**config.mk**
```make
export PLATFORM = sky130hd
export DESIGN_NAME = lic_core
export DESIGN_NICKNAME = d
export VERILOG_FILES = /design/src/lic_pkg.sv /design/src/lic_core.sv
export SDC_FILE = /design/constraint.sdc
export NUM_CORES = 2
export LEC_CHECK = 0
export BUFFER_PORTS_ARGS = -buffer_cell sky130_fd_sc_hd__buf_2
export CELL_PAD_IN_SITES_DETAIL_PLACEMENT = 1
export CELL_PAD_IN_SITES_GLOBAL_PLACEMENT = 2
export CORE_MARGIN = 2
export CORE_UTILIZATION = 35
export CTS_CLUSTER_DIAMETER = 60
export DETAILED_ROUTE_END_ITERATION = 7
export HOLD_SLACK_MARGIN = 0.05
export PLACE_DENSITY_LB_ADDON = 0.1
export SLEW_MARGIN = 20
export SYNTH_ARGS = -nofsm -noshare
export SYNTH_HDL_FRONTEND = slang
export SYNTH_SLANG_ARGS = --single-unit
```
**constraint.sdc**
```tcl
create_clock -name sys_clk -period 2.3 [get_ports sys_clk]
set_input_delay 0.46 -clock sys_clk [delete_from_list [all_inputs] [get_ports sys_clk]]
set_output_delay 0.46 -clock sys_clk [all_outputs]
set_load 0.05 [all_outputs]
```
**src/lic_pkg.sv**
```systemverilog
// Constants for the local interrupt controller state and identity block
package lic_pkg;
   localparam int ADDR_W = 8;
   localparam logic [7:0] OFF_BASE_LO = 8'h00;
   localparam logic [7:0] OFF_BASE_HI = 8'h04;
   localparam logic [7:0] OFF_ID = 8'h08;
   localparam logic [7:0] OFF_ARBITRATION_IDENTIFIER = 8'h0c;
   localparam logic [7:0] OFF_PROC_ID = 8'h10;
   localparam logic [7:0] OFF_SVR = 8'h14;
   localparam logic [7:0] OFF_DFR = 8'h18;
   localparam logic [7:0] OFF_LDR = 8'h1c;
   localparam logic [7:0] OFF_TPR = 8'h20;
   localparam logic [7:0] OFF_CMD_LO = 8'h24;
   localparam logic [7:0] OFF_CMD_HI = 8'h28;
   localparam logic [7:0] OFF_TMR_INIT = 8'h2c;
   localparam logic [7:0] OFF_TMR_CUR = 8'h30;
   localparam logic [7:0] OFF_DCR = 8'h34;
   localparam logic [7:0] OFF_VERSION = 8'h38;
   localparam logic [7:0] OFF_LVT0 = 8'h40;
   localparam logic [7:0] OFF_ISR0 = 8'h80;
   localparam logic [7:0] OFF_TRIG0 = 8'ha0;
   localparam logic [7:0] OFF_IRR0 = 8'hc0;
   localparam int LVT_N = 6;
   localparam int BOOT_BIT = 8;
   localparam int GEN_BIT = 11;
   localparam int BASE_LSB = 12;
   localparam int SWEN_BIT = 8;
   localparam int LVT_MASK_BIT = 16;
   localparam int ID_LSB = 24;
   localparam logic [23:0] BASE_RST = 24'h0fee00;
   localparam logic [8:0] SVR_RST = 9'h0ff;
   localparam logic [3:0] DFR_RST = 4'hf;
   localparam logic [31:0] LVT_RST = 32'h0001_0000;
   localparam logic [7:0] ID_MASK_BUS = 8'h0f;
   localparam logic [7:0] ID_MASK_EXT = 8'hff;
   // Arbitrary value, identifies nothing
   localparam logic [31:0] VERSION_VAL = 32'h0005_0010;
   typedef enum logic [2:0] {
      LIC_MSG_FIXED, LIC_MSG_NMI, LIC_MSG_SMI, LIC_MSG_INIT,
      LIC_MSG_STARTUP, LIC_MSG_INIT_DEASSERT
   } lic_msg_t;
endpackage : lic_pkg

```
**src/lic_core.sv**
```systemverilog
// Base locator, identity and reset-state control of a local interrupt unit
//
// The address map and the APB interface to the registers were left to the implementer.
`timescale 1ns/1ps
module lic_core #(
   parameter bit BUS_VARIANT = 1'b0
) (
   input wire logic sys_clk,
   input wire logic reset,
   input wire logic psel,
   input wire logic penable,
   input wire logic pwrite,
   input wire logic [lic_pkg::ADDR_W-1:0] paddr,
   input wire logic [31:0] pwdata,
   output logic [31:0] prdata,
   output logic pready,
   output logic pslverr,
   input wire logic bootStrap,
   input wire logic [7:0] identifierStrap,
   input wire logic msgValid,
   input wire lic_pkg::lic_msg_t msgType,
   input wire logic [7:0] msgVector,
   input wire logic msgLevel,
   input wire logic ipiBusy,
   input wire logic initPin,
   input wire logic stopClockPin,
   input wire logic [35:0] memAddr,
   output logic memHit,
   output logic nmiReq,
   output logic smiReq,
   output logic initReq,
   output logic startupReq,
   output logic [7:0] startupVector,
   output logic stopClockReq,
   output logic ipiSendReq,
   output logic waitStartup,
   output logic swDisabled
);
   import lic_pkg::*;

   typedef struct packed {
      logic [23:0] base;
      logic globalEn;
      logic bootFlag;
      logic [7:0] idReg;
      logic [7:0] arbId;
      logic [7:0] initId;
      logic [8:0] svr;
      logic [3:0] destination_format_register;
      logic [31:0] logical_destination_register;
      logic [31:0] task_priority_register;
      logic [31:0] cmdLo;
      logic [31:0] cmdHi;
      logic [31:0] tmrInit;
      logic [31:0] tmrCur;
      logic [31:0] dcr;
      logic [LVT_N-1:0][31:0] local_vector_table;
      logic [255:0] request_vector;
      logic [255:0] in_service_vector;
      logic [255:0] trig;
      logic disPend;
      logic swDis;
      logic waitSu;
      logic capPend;
      logic pready;
      logic pslverr;
      logic [31:0] prdata;
      logic memHit;
      logic nmi;
      logic smi;
      logic init;
      logic su;
      logic [7:0] suVec;
      logic stopClk;
      logic ipiSend;
   } lic_state_t;

   lic_state_t st_r;
   lic_state_t st_nxt;

   function automatic logic [7:0] idMask(input logic bus);
      return bus ? ID_MASK_BUS : ID_MASK_EXT;
   endfunction : idMask

   function automatic logic [31:0] vecWord(input logic [255:0] v,
                                           input logic [2:0] idx);
      return v[{idx, 5'h00} +: 32];
   endfunction : vecWord

   // Registers cleared by power-up, hard reset and init alike
   function automatic lic_state_t clearShared(input lic_state_t s);
      lic_state_t r;
      r = s;
      r.request_vector = '0;
      r.in_service_vector = '0;
      r.trig = '0;
      r.cmdLo = '0;
      r.cmdHi = '0;
      r.logical_destination_register = '0;
      r.task_priority_register = '0;
      r.tmrInit = '0;
      r.tmrCur = '0;
      r.dcr = '0;
      r.destination_format_register = DFR_RST;
      for (int i = 0; i < LVT_N; i++) begin
         r.local_vector_table[i] = LVT_RST;
      end
      r.svr = SVR_RST;
      r.disPend = 1'b0;
      r.swDis = 1'b0;
      return r;
   endfunction : clearShared

   logic access;
   logic done;
   logic [7:0] off;
   logic mapped;
   logic [31:0] rdVal;
   logic msgOk;

   assign access = psel && penable && !st_r.pready;
   assign done = psel && penable && st_r.pready;
   assign off = paddr;
   // Global disable makes the controller deaf to the message bus
   assign msgOk = msgValid && st_r.globalEn;

   always_comb begin
      mapped = 1'b1;
      rdVal = '0;
      case (off)
         OFF_BASE_LO: rdVal = {st_r.base[19:0], st_r.globalEn, 2'b00,
                               st_r.bootFlag, 8'h00};
         OFF_BASE_HI: rdVal = {28'h0, st_r.base[23:20]};
         OFF_ID: rdVal = {st_r.idReg, 24'h0};
         OFF_ARBITRATION_IDENTIFIER: rdVal = {st_r.arbId, 24'h0};
         OFF_PROC_ID: rdVal = {st_r.initId, 24'h0};
         OFF_SVR: rdVal = {23'h0, st_r.svr};
         OFF_DFR: rdVal = {st_r.destination_format_register, 28'hfffffff};
         OFF_LDR: rdVal = st_r.logical_destination_register;
         OFF_TPR: rdVal = st_r.task_priority_register;
         OFF_CMD_LO: rdVal = st_r.cmdLo;
         OFF_CMD_HI: rdVal = st_r.cmdHi;
         OFF_TMR_INIT: rdVal = st_r.tmrInit;
         OFF_TMR_CUR: rdVal = st_r.tmrCur;
         OFF_DCR: rdVal = st_r.dcr;
         OFF_VERSION: rdVal = VERSION_VAL;
         default: begin
            if (off >= OFF_LVT0 && off < OFF_LVT0 + 8'(4 * LVT_N)) begin
               rdVal = st_r.local_vector_table[3'((off - OFF_LVT0) >> 2)];
            end else if (off >= OFF_ISR0 && off < OFF_TRIG0) begin
               rdVal = vecWord(st_r.in_service_vector, off[4:2]);
            end else if (off >= OFF_TRIG0 && off < OFF_IRR0) begin
               rdVal = vecWord(st_r.trig, off[4:2]);
            end else if (off >= OFF_IRR0 && off < OFF_IRR0 + 8'h20) begin
               rdVal = vecWord(st_r.request_vector, off[4:2]);
            end else begin
               mapped = 1'b0;
            end
         end
      endcase
   end

   always_comb begin
      st_nxt = st_r;
      st_nxt.nmi = 1'b0;
      st_nxt.smi = 1'b0;
      st_nxt.init = 1'b0;
      st_nxt.su = 1'b0;
      st_nxt.ipiSend = 1'b0;
      st_nxt.pready = 1'b0;
      st_nxt.pslverr = 1'b0;
      // Straps are caught on the first edge after reset release
      if (st_r.capPend) begin
         st_nxt.capPend = 1'b0;
         st_nxt.bootFlag = bootStrap;
         st_nxt.idReg = identifierStrap & idMask(BUS_VARIANT);
         st_nxt.initId = identifierStrap & idMask(BUS_VARIANT);
         st_nxt.arbId = identifierStrap & idMask(BUS_VARIANT);
      end
      // Window base is the base field above twelve zero bits
      st_nxt.memHit = st_r.globalEn &&
                      memAddr[35:BASE_LSB] == st_r.base;
      if (access) begin
         st_nxt.pready = 1'b1;
         st_nxt.pslverr = !mapped;
         st_nxt.prdata = pwrite ? 32'h0 : rdVal;
      end
      if (done && pwrite && mapped) begin
         case (off)
            OFF_BASE_LO: begin
               st_nxt.base[19:0] = pwdata[31:BASE_LSB];
               st_nxt.globalEn = pwdata[GEN_BIT];
            end
            OFF_BASE_HI: st_nxt.base[23:20] = pwdata[3:0];
            OFF_ID: st_nxt.idReg = pwdata[31:ID_LSB] & idMask(BUS_VARIANT);
            OFF_SVR: begin
               st_nxt.svr = pwdata[8:0];
               if (!pwdata[SWEN_BIT]) begin
                  st_nxt.disPend = !st_r.swDis;
               end else begin
                  st_nxt.disPend = 1'b0;
                  st_nxt.swDis = 1'b0;
               end
            end
            OFF_DFR: st_nxt.destination_format_register = pwdata[31:28];
            OFF_LDR: st_nxt.logical_destination_register = pwdata;
            OFF_TPR: st_nxt.task_priority_register = pwdata;
            OFF_CMD_LO: begin
               st_nxt.cmdLo = pwdata;
               st_nxt.ipiSend = 1'b1;
            end
            OFF_CMD_HI: st_nxt.cmdHi = pwdata;
            OFF_TMR_INIT: st_nxt.tmrInit = pwdata;
            OFF_DCR: st_nxt.dcr = pwdata;
            default: begin
               if (off >= OFF_LVT0 && off < OFF_LVT0 + 8'(4 * LVT_N)) begin
                  st_nxt.local_vector_table[3'((off - OFF_LVT0) >> 2)] = pwdata;
                  if (st_r.swDis || st_r.disPend) begin
                     st_nxt.local_vector_table[3'((off - OFF_LVT0) >> 2)][LVT_MASK_BIT] =
                        1'b1;
                  end
               end
            end
         endcase
      end
      // A transfer in flight finishes before the disable takes hold
      if (st_r.disPend && !ipiBusy) begin
         st_nxt.disPend = 1'b0;
         st_nxt.swDis = 1'b1;
      end
      if (st_nxt.swDis) begin
         for (int i = 0; i < LVT_N; i++) begin
            st_nxt.local_vector_table[i][LVT_MASK_BIT] = 1'b1;
         end
      end
      // Messages are answered whether or not software disabled us
      st_nxt.stopClk = stopClockPin &&
                       (st_r.bootFlag || !BUS_VARIANT);
      if (msgOk) begin
         case (msgType)
            LIC_MSG_FIXED: begin
               // Pending bits stay put while software-disabled
               st_nxt.request_vector[msgVector] = 1'b1;
               st_nxt.trig[msgVector] = msgLevel;
            end
            LIC_MSG_NMI: st_nxt.nmi = 1'b1;
            LIC_MSG_SMI: st_nxt.smi = 1'b1;
            LIC_MSG_STARTUP: begin
               if (!st_r.bootFlag && st_r.waitSu) begin
                  st_nxt.su = 1'b1;
                  st_nxt.suVec = msgVector;
                  st_nxt.waitSu = 1'b0;
               end
            end
            LIC_MSG_INIT_DEASSERT: begin
               if (BUS_VARIANT) begin
                  st_nxt.arbId = st_r.idReg;
               end
            end
            default: ;
         endcase
      end
      // Init keeps identifiers and base locator, then waits for startup
      if (initPin || (msgOk && msgType == LIC_MSG_INIT)) begin
         st_nxt = clearShared(st_nxt);
         st_nxt.init = 1'b1;
         st_nxt.waitSu = 1'b1;
      end
   end

   always_ff @(posedge sys_clk) begin
      if (reset) begin
         st_r <= clearShared('0);
         st_r.base <= BASE_RST;
         st_r.globalEn <= 1'b1;
         st_r.capPend <= 1'b1;
      end else begin
         st_r <= st_nxt;
      end
   end

   assign prdata = st_r.prdata;
   assign pready = st_r.pready;
   assign pslverr = st_r.pslverr;
   assign memHit = st_r.memHit;
   assign nmiReq = st_r.nmi;
   assign smiReq = st_r.smi;
   assign initReq = st_r.init;
   assign startupReq = st_r.su;
   assign startupVector = st_r.suVec;
   assign stopClockReq = st_r.stopClk;
   assign ipiSendReq = st_r.ipiSend;
   assign waitStartup = st_r.waitSu;
   assign swDisabled = st_r.swDis;
endmodule : lic_core

```
==> results_dict.tcl <==
set metrics [dict create \
    outcome "finished clean" \
    r2r-end "prdata[8]" \
    antenna_cells 0 \
    period_minus_slack_ns 2.232 \
    rrSetupSlack_ns 0.07 \
    cts_tree "built" \
    total_power_mw 41.01 \
    first_pass_iters 5 \
    finalSetupViolations 0 \
    finClkSkew_ns 0.01578 \
    crit_path_end_kind "register" \
    num_vias 38730 \
    worst_skew_pair.late_latency_ns 0.75 \
    r2r_start "pready" \
    vdd_drop_max_v 0.0007502 \
    port_buffers 144 \
    pwr-share-clk_pct 50.7 \
    tightestPinTransition_ns 1.189 \
    p_per_area_mw_per_mm2 749.6 \
    crit_required_ns 3.00 \
    synthArstFlopShare_pct 0 \
    met1_usage_pct 36.85 \
    switchingPower_mw 10.02 \
    post-cts-setup-buffers 0 \
    cts_num_sinks 1004 \
    grt-ovfl-total 0 \
    ys.flop_type "dfxtp_1" \
    rsz0062_at_grt "no" \
    cp-startpoint "pready" \
    period_share_pct 97.06 \
    post-route-drc-count 0 \
    gp_congestion 0.8397 \
    grt_pass1_wl_mm 266.5 \
    cp_num_buf_inv 0 \
    clk_pin_slew_worst_paths_ns 0.05 \
    rr_worst_depth 4 \
    crit_end "prdata[8]" \
    wl_mm 180.0 \
    critPathMaxFanout 11 \
    start_util_pct 35.15 \
    cp_cell_sequence "nand3b_1 -> or3_1 -> a31oi_1 -> a22o_1" \
    grt_start_max_net_pins 85 \
    die_y_um 358.6 \
    cap_violations 0 \
    clk_path_buf_depth 3 \
    power_frac_seq_pct 42.6 \
    use_met3_pct 3.173 \
    hold_viol_final 0 \
    syn_nets 5194 \
    slowest_stage "or3_1" \
    combPwrFrac_pct 6.7 \
    hold_class "in -> reg" \
    slew_violations 0 \
    syn_area_mm2 0.04402 \
    grt_pass1_vias 39350 \
    synth_warnings 0 \
    synth_area_per_cell_um2 8.652 \
    syn_inst 5088 \
    ant_nets 0 \
    crit_type "reg -> reg" \
    area_growth_pct 24.29 \
    cp-start-kind "register" \
    coreArea_mm2 0.1252 \
    clockRootBuffer "clkbuf_16" \
    fp.dieW_um 358.6 \
    ys_seq_area_share_pct 45.66 \
    path_delay_family "simple AND/OR/NAND/NOR gates" \
    numCtsBuffers 133 \
    avgRoutedWirePerCell_um 25.11 \
    synth_seq_cells 1004 \
    pin_count 157 \
    drt_iter0_drc 2719 \
    leakage_nw 20.29 \
    grt-busiest-layer "met2" \
    grtUsageMet2_pct 47.05 \
    dp_hpwl_mm 125.1 \
    vias_per_cell 5.403 \
    maxSlewHeadroom_pct 18.66 \
    crit_arrival_ns 2.93 \
    ys_types 86 \
    nets 5532 \
    critical-path-max-stage-delay_ns 0.81 \
    p_int_mw 30.99 \
    synth-edff-count 0 \
    fp-row-count 130 \
    drive_gt1_share_pct 19.21 \
    timing.hold.ws_ns 0.09498 \
    path_depth 4 \
    h-tree-depth 4 \
    fmax_mhz 447.9 \
    antenna_found_initial 4 \
    grtUsageTotal_pct 27.76 \
    dieArea_mm2 0.1286 \
    p_sw_share_pct 24.44 \
]
sequential cells by signal, summed over array words and instances (netlist names):
name           count
pslverr            1
memHit             1
startupReq         1
nmiReq             1
stopClockReq       1
smiReq             1
prdata            32
initReq            1
startupVector      8
waitStartup        1
swDisabled         1
ipiSendReq         1
st_r             953
pready             1
tightest hold or removal path: stages:
cell and delay (ns):
buf_2 0.15, mux2i_1 0.09, nor2_1 0.10
layout make-up:
type | count | area, µm²
clock buffer | 191 | 3901
clock inverter | 37 | 432.9
fill | 14350 | 70530
inverter | 204 | 765.7
multi-input combinational | 3386 | 21050
sequential | 1004 | 20100
tap | 1650 | 2064
timing repair buffer | 697 | 6401
metrics by stage:
stage	area (µm²)	std cells	util, %	setup TNS, ns	setup WS, ns
floorplan	44020	5088	-	0	0.01168
global placement	50160	6920	40.05	-67.11	-1.289
detailed placement	50180	6921	40.06	-80.91	-0.6064
CTS	54710	7169	43.68	0	0.07459
global route	54710	7169	43.68	0	0.03276
finish	54710	7169	43.68	0	0.06757
cell usage in the layout, fill, tap and decap left out, types with 7 or more instances in the layout:
| cell | count |
|---|---|
| clkbuf_16 | 137 |
| nand2_1 | 899 |
| nand2b_1 | 11 |
| nor2_1 | 465 |
| o22ai_1 | 28 |
| a221oi_1 | 24 |
| nand3_1 | 240 |
| buf_12 | 116 |
| a21oi_1 | 627 |
| and2_1 | 8 |
| dfxtp_1 | 1003 |
| a32o_1 | 18 |
| nand4_1 | 9 |
| o2bb2ai_1 | 16 |
| clkbuf_1 | 27 |
| nor2b_1 | 9 |
| o211ai_1 | 22 |
| xor2_1 | 16 |
| mux4_2 | 95 |
| a2111o_1 | 9 |
| clkinv_2 | 14 |
| bufinv_16 | 8 |
| and3_1 | 8 |
| o2111ai_1 | 7 |
| a22o_1 | 20 |
| nor3_1 | 78 |
| inv_1 | 204 |
| buf_4 | 417 |
| o221ai_1 | 14 |
| clkbuf_8 | 29 |
| a31oi_1 | 16 |
| a22oi_1 | 85 |
| a211oi_1 | 20 |
| dlygate4sd3_1 | 20 |
| o21ai_0 | 22 |
| xnor2_1 | 9 |
| clkinvlp_4 | 7 |
| buf_2 | 141 |
| mux2i_1 | 438 |
| mux2_2 | 32 |
cell usage after synthesis (all sizes together), types with 21 or more instances:
library cell / n / area share [%]
mux4: 95 / 4.9
nand3: 242 / 2.8
o22ai: 29 / 0.44
dfxtp: 1004 / 46
a221oi: 25 / 0.54
clkbuf: 293 / 2.5
inv: 204 / 1.7
buf: 201 / 2.8
o21ai: 24 / 0.27
mux2: 32 / 0.82
a21oi: 627 / 7.1
o211ai: 22 / 0.38
mux2i: 438 / 10
nor3: 87 / 1.1
nand2: 901 / 7.7
a211oi: 21 / 0.37
nor2: 473 / 4.1
a22oi: 85 / 1.4
power by group through the flow:
stage               Sequential (mW)  Combinational, mW  Clock, mW
global route                   17.4               2.89       21.9
floorplan                      17.8               1.24          0
CTS                            17.5               2.77       21.2
finish                         17.5               2.76       20.8
global placement               17.8               2.73          0
detailed placement             17.8               2.75          0
how the worst min path moves through the flow:
stage,slack (ns),depth (start not counted),to,start
5_1_grt,0.09,3,st_r[959],pwdata[10]
2_1_floorplan,0.42,2,st_r[630],st_r[630]
3_5_place_dp,0.44,2,st_r[802],st_r[802]
3_3_place_gp,0.43,2,st_r[579],st_r[579]
6_report,0.09,3,startupVector[1],msgVector[1]
4_1_cts,0.05,3,st_r[1215],pwdata[10]
per-layer routing:
layer	part of all wire, %	wire, µm
met5	0	0
met4	3.0	5394
met3	3.4	6138
met2	48	86020
met1	46	82490
logic make-up (layout without fill, tap and decap cells):
family / Yosys count / after routing / share of synthesized area [%]
and+or+nand+nor: 1808 / 1808 / 17.48
DFF: 1004 / 1004 / 45.66
xor gates and xnor gates: 25 / 25 / 0.4974
muxes: 565 / 565 / 15.64
AOI/OAI and AO/OA: 988 / 988 / 13.71
buffers and inverters: 698 / 1129 / 7.018
what timing repair did:
action,CTS,global route
gates resized for setup,0,1
hold buffers,20,0
endpoints found under the hold margin,29,0
endpoints found under the setup margin,0,14
(Power assumes the default switching activity.)
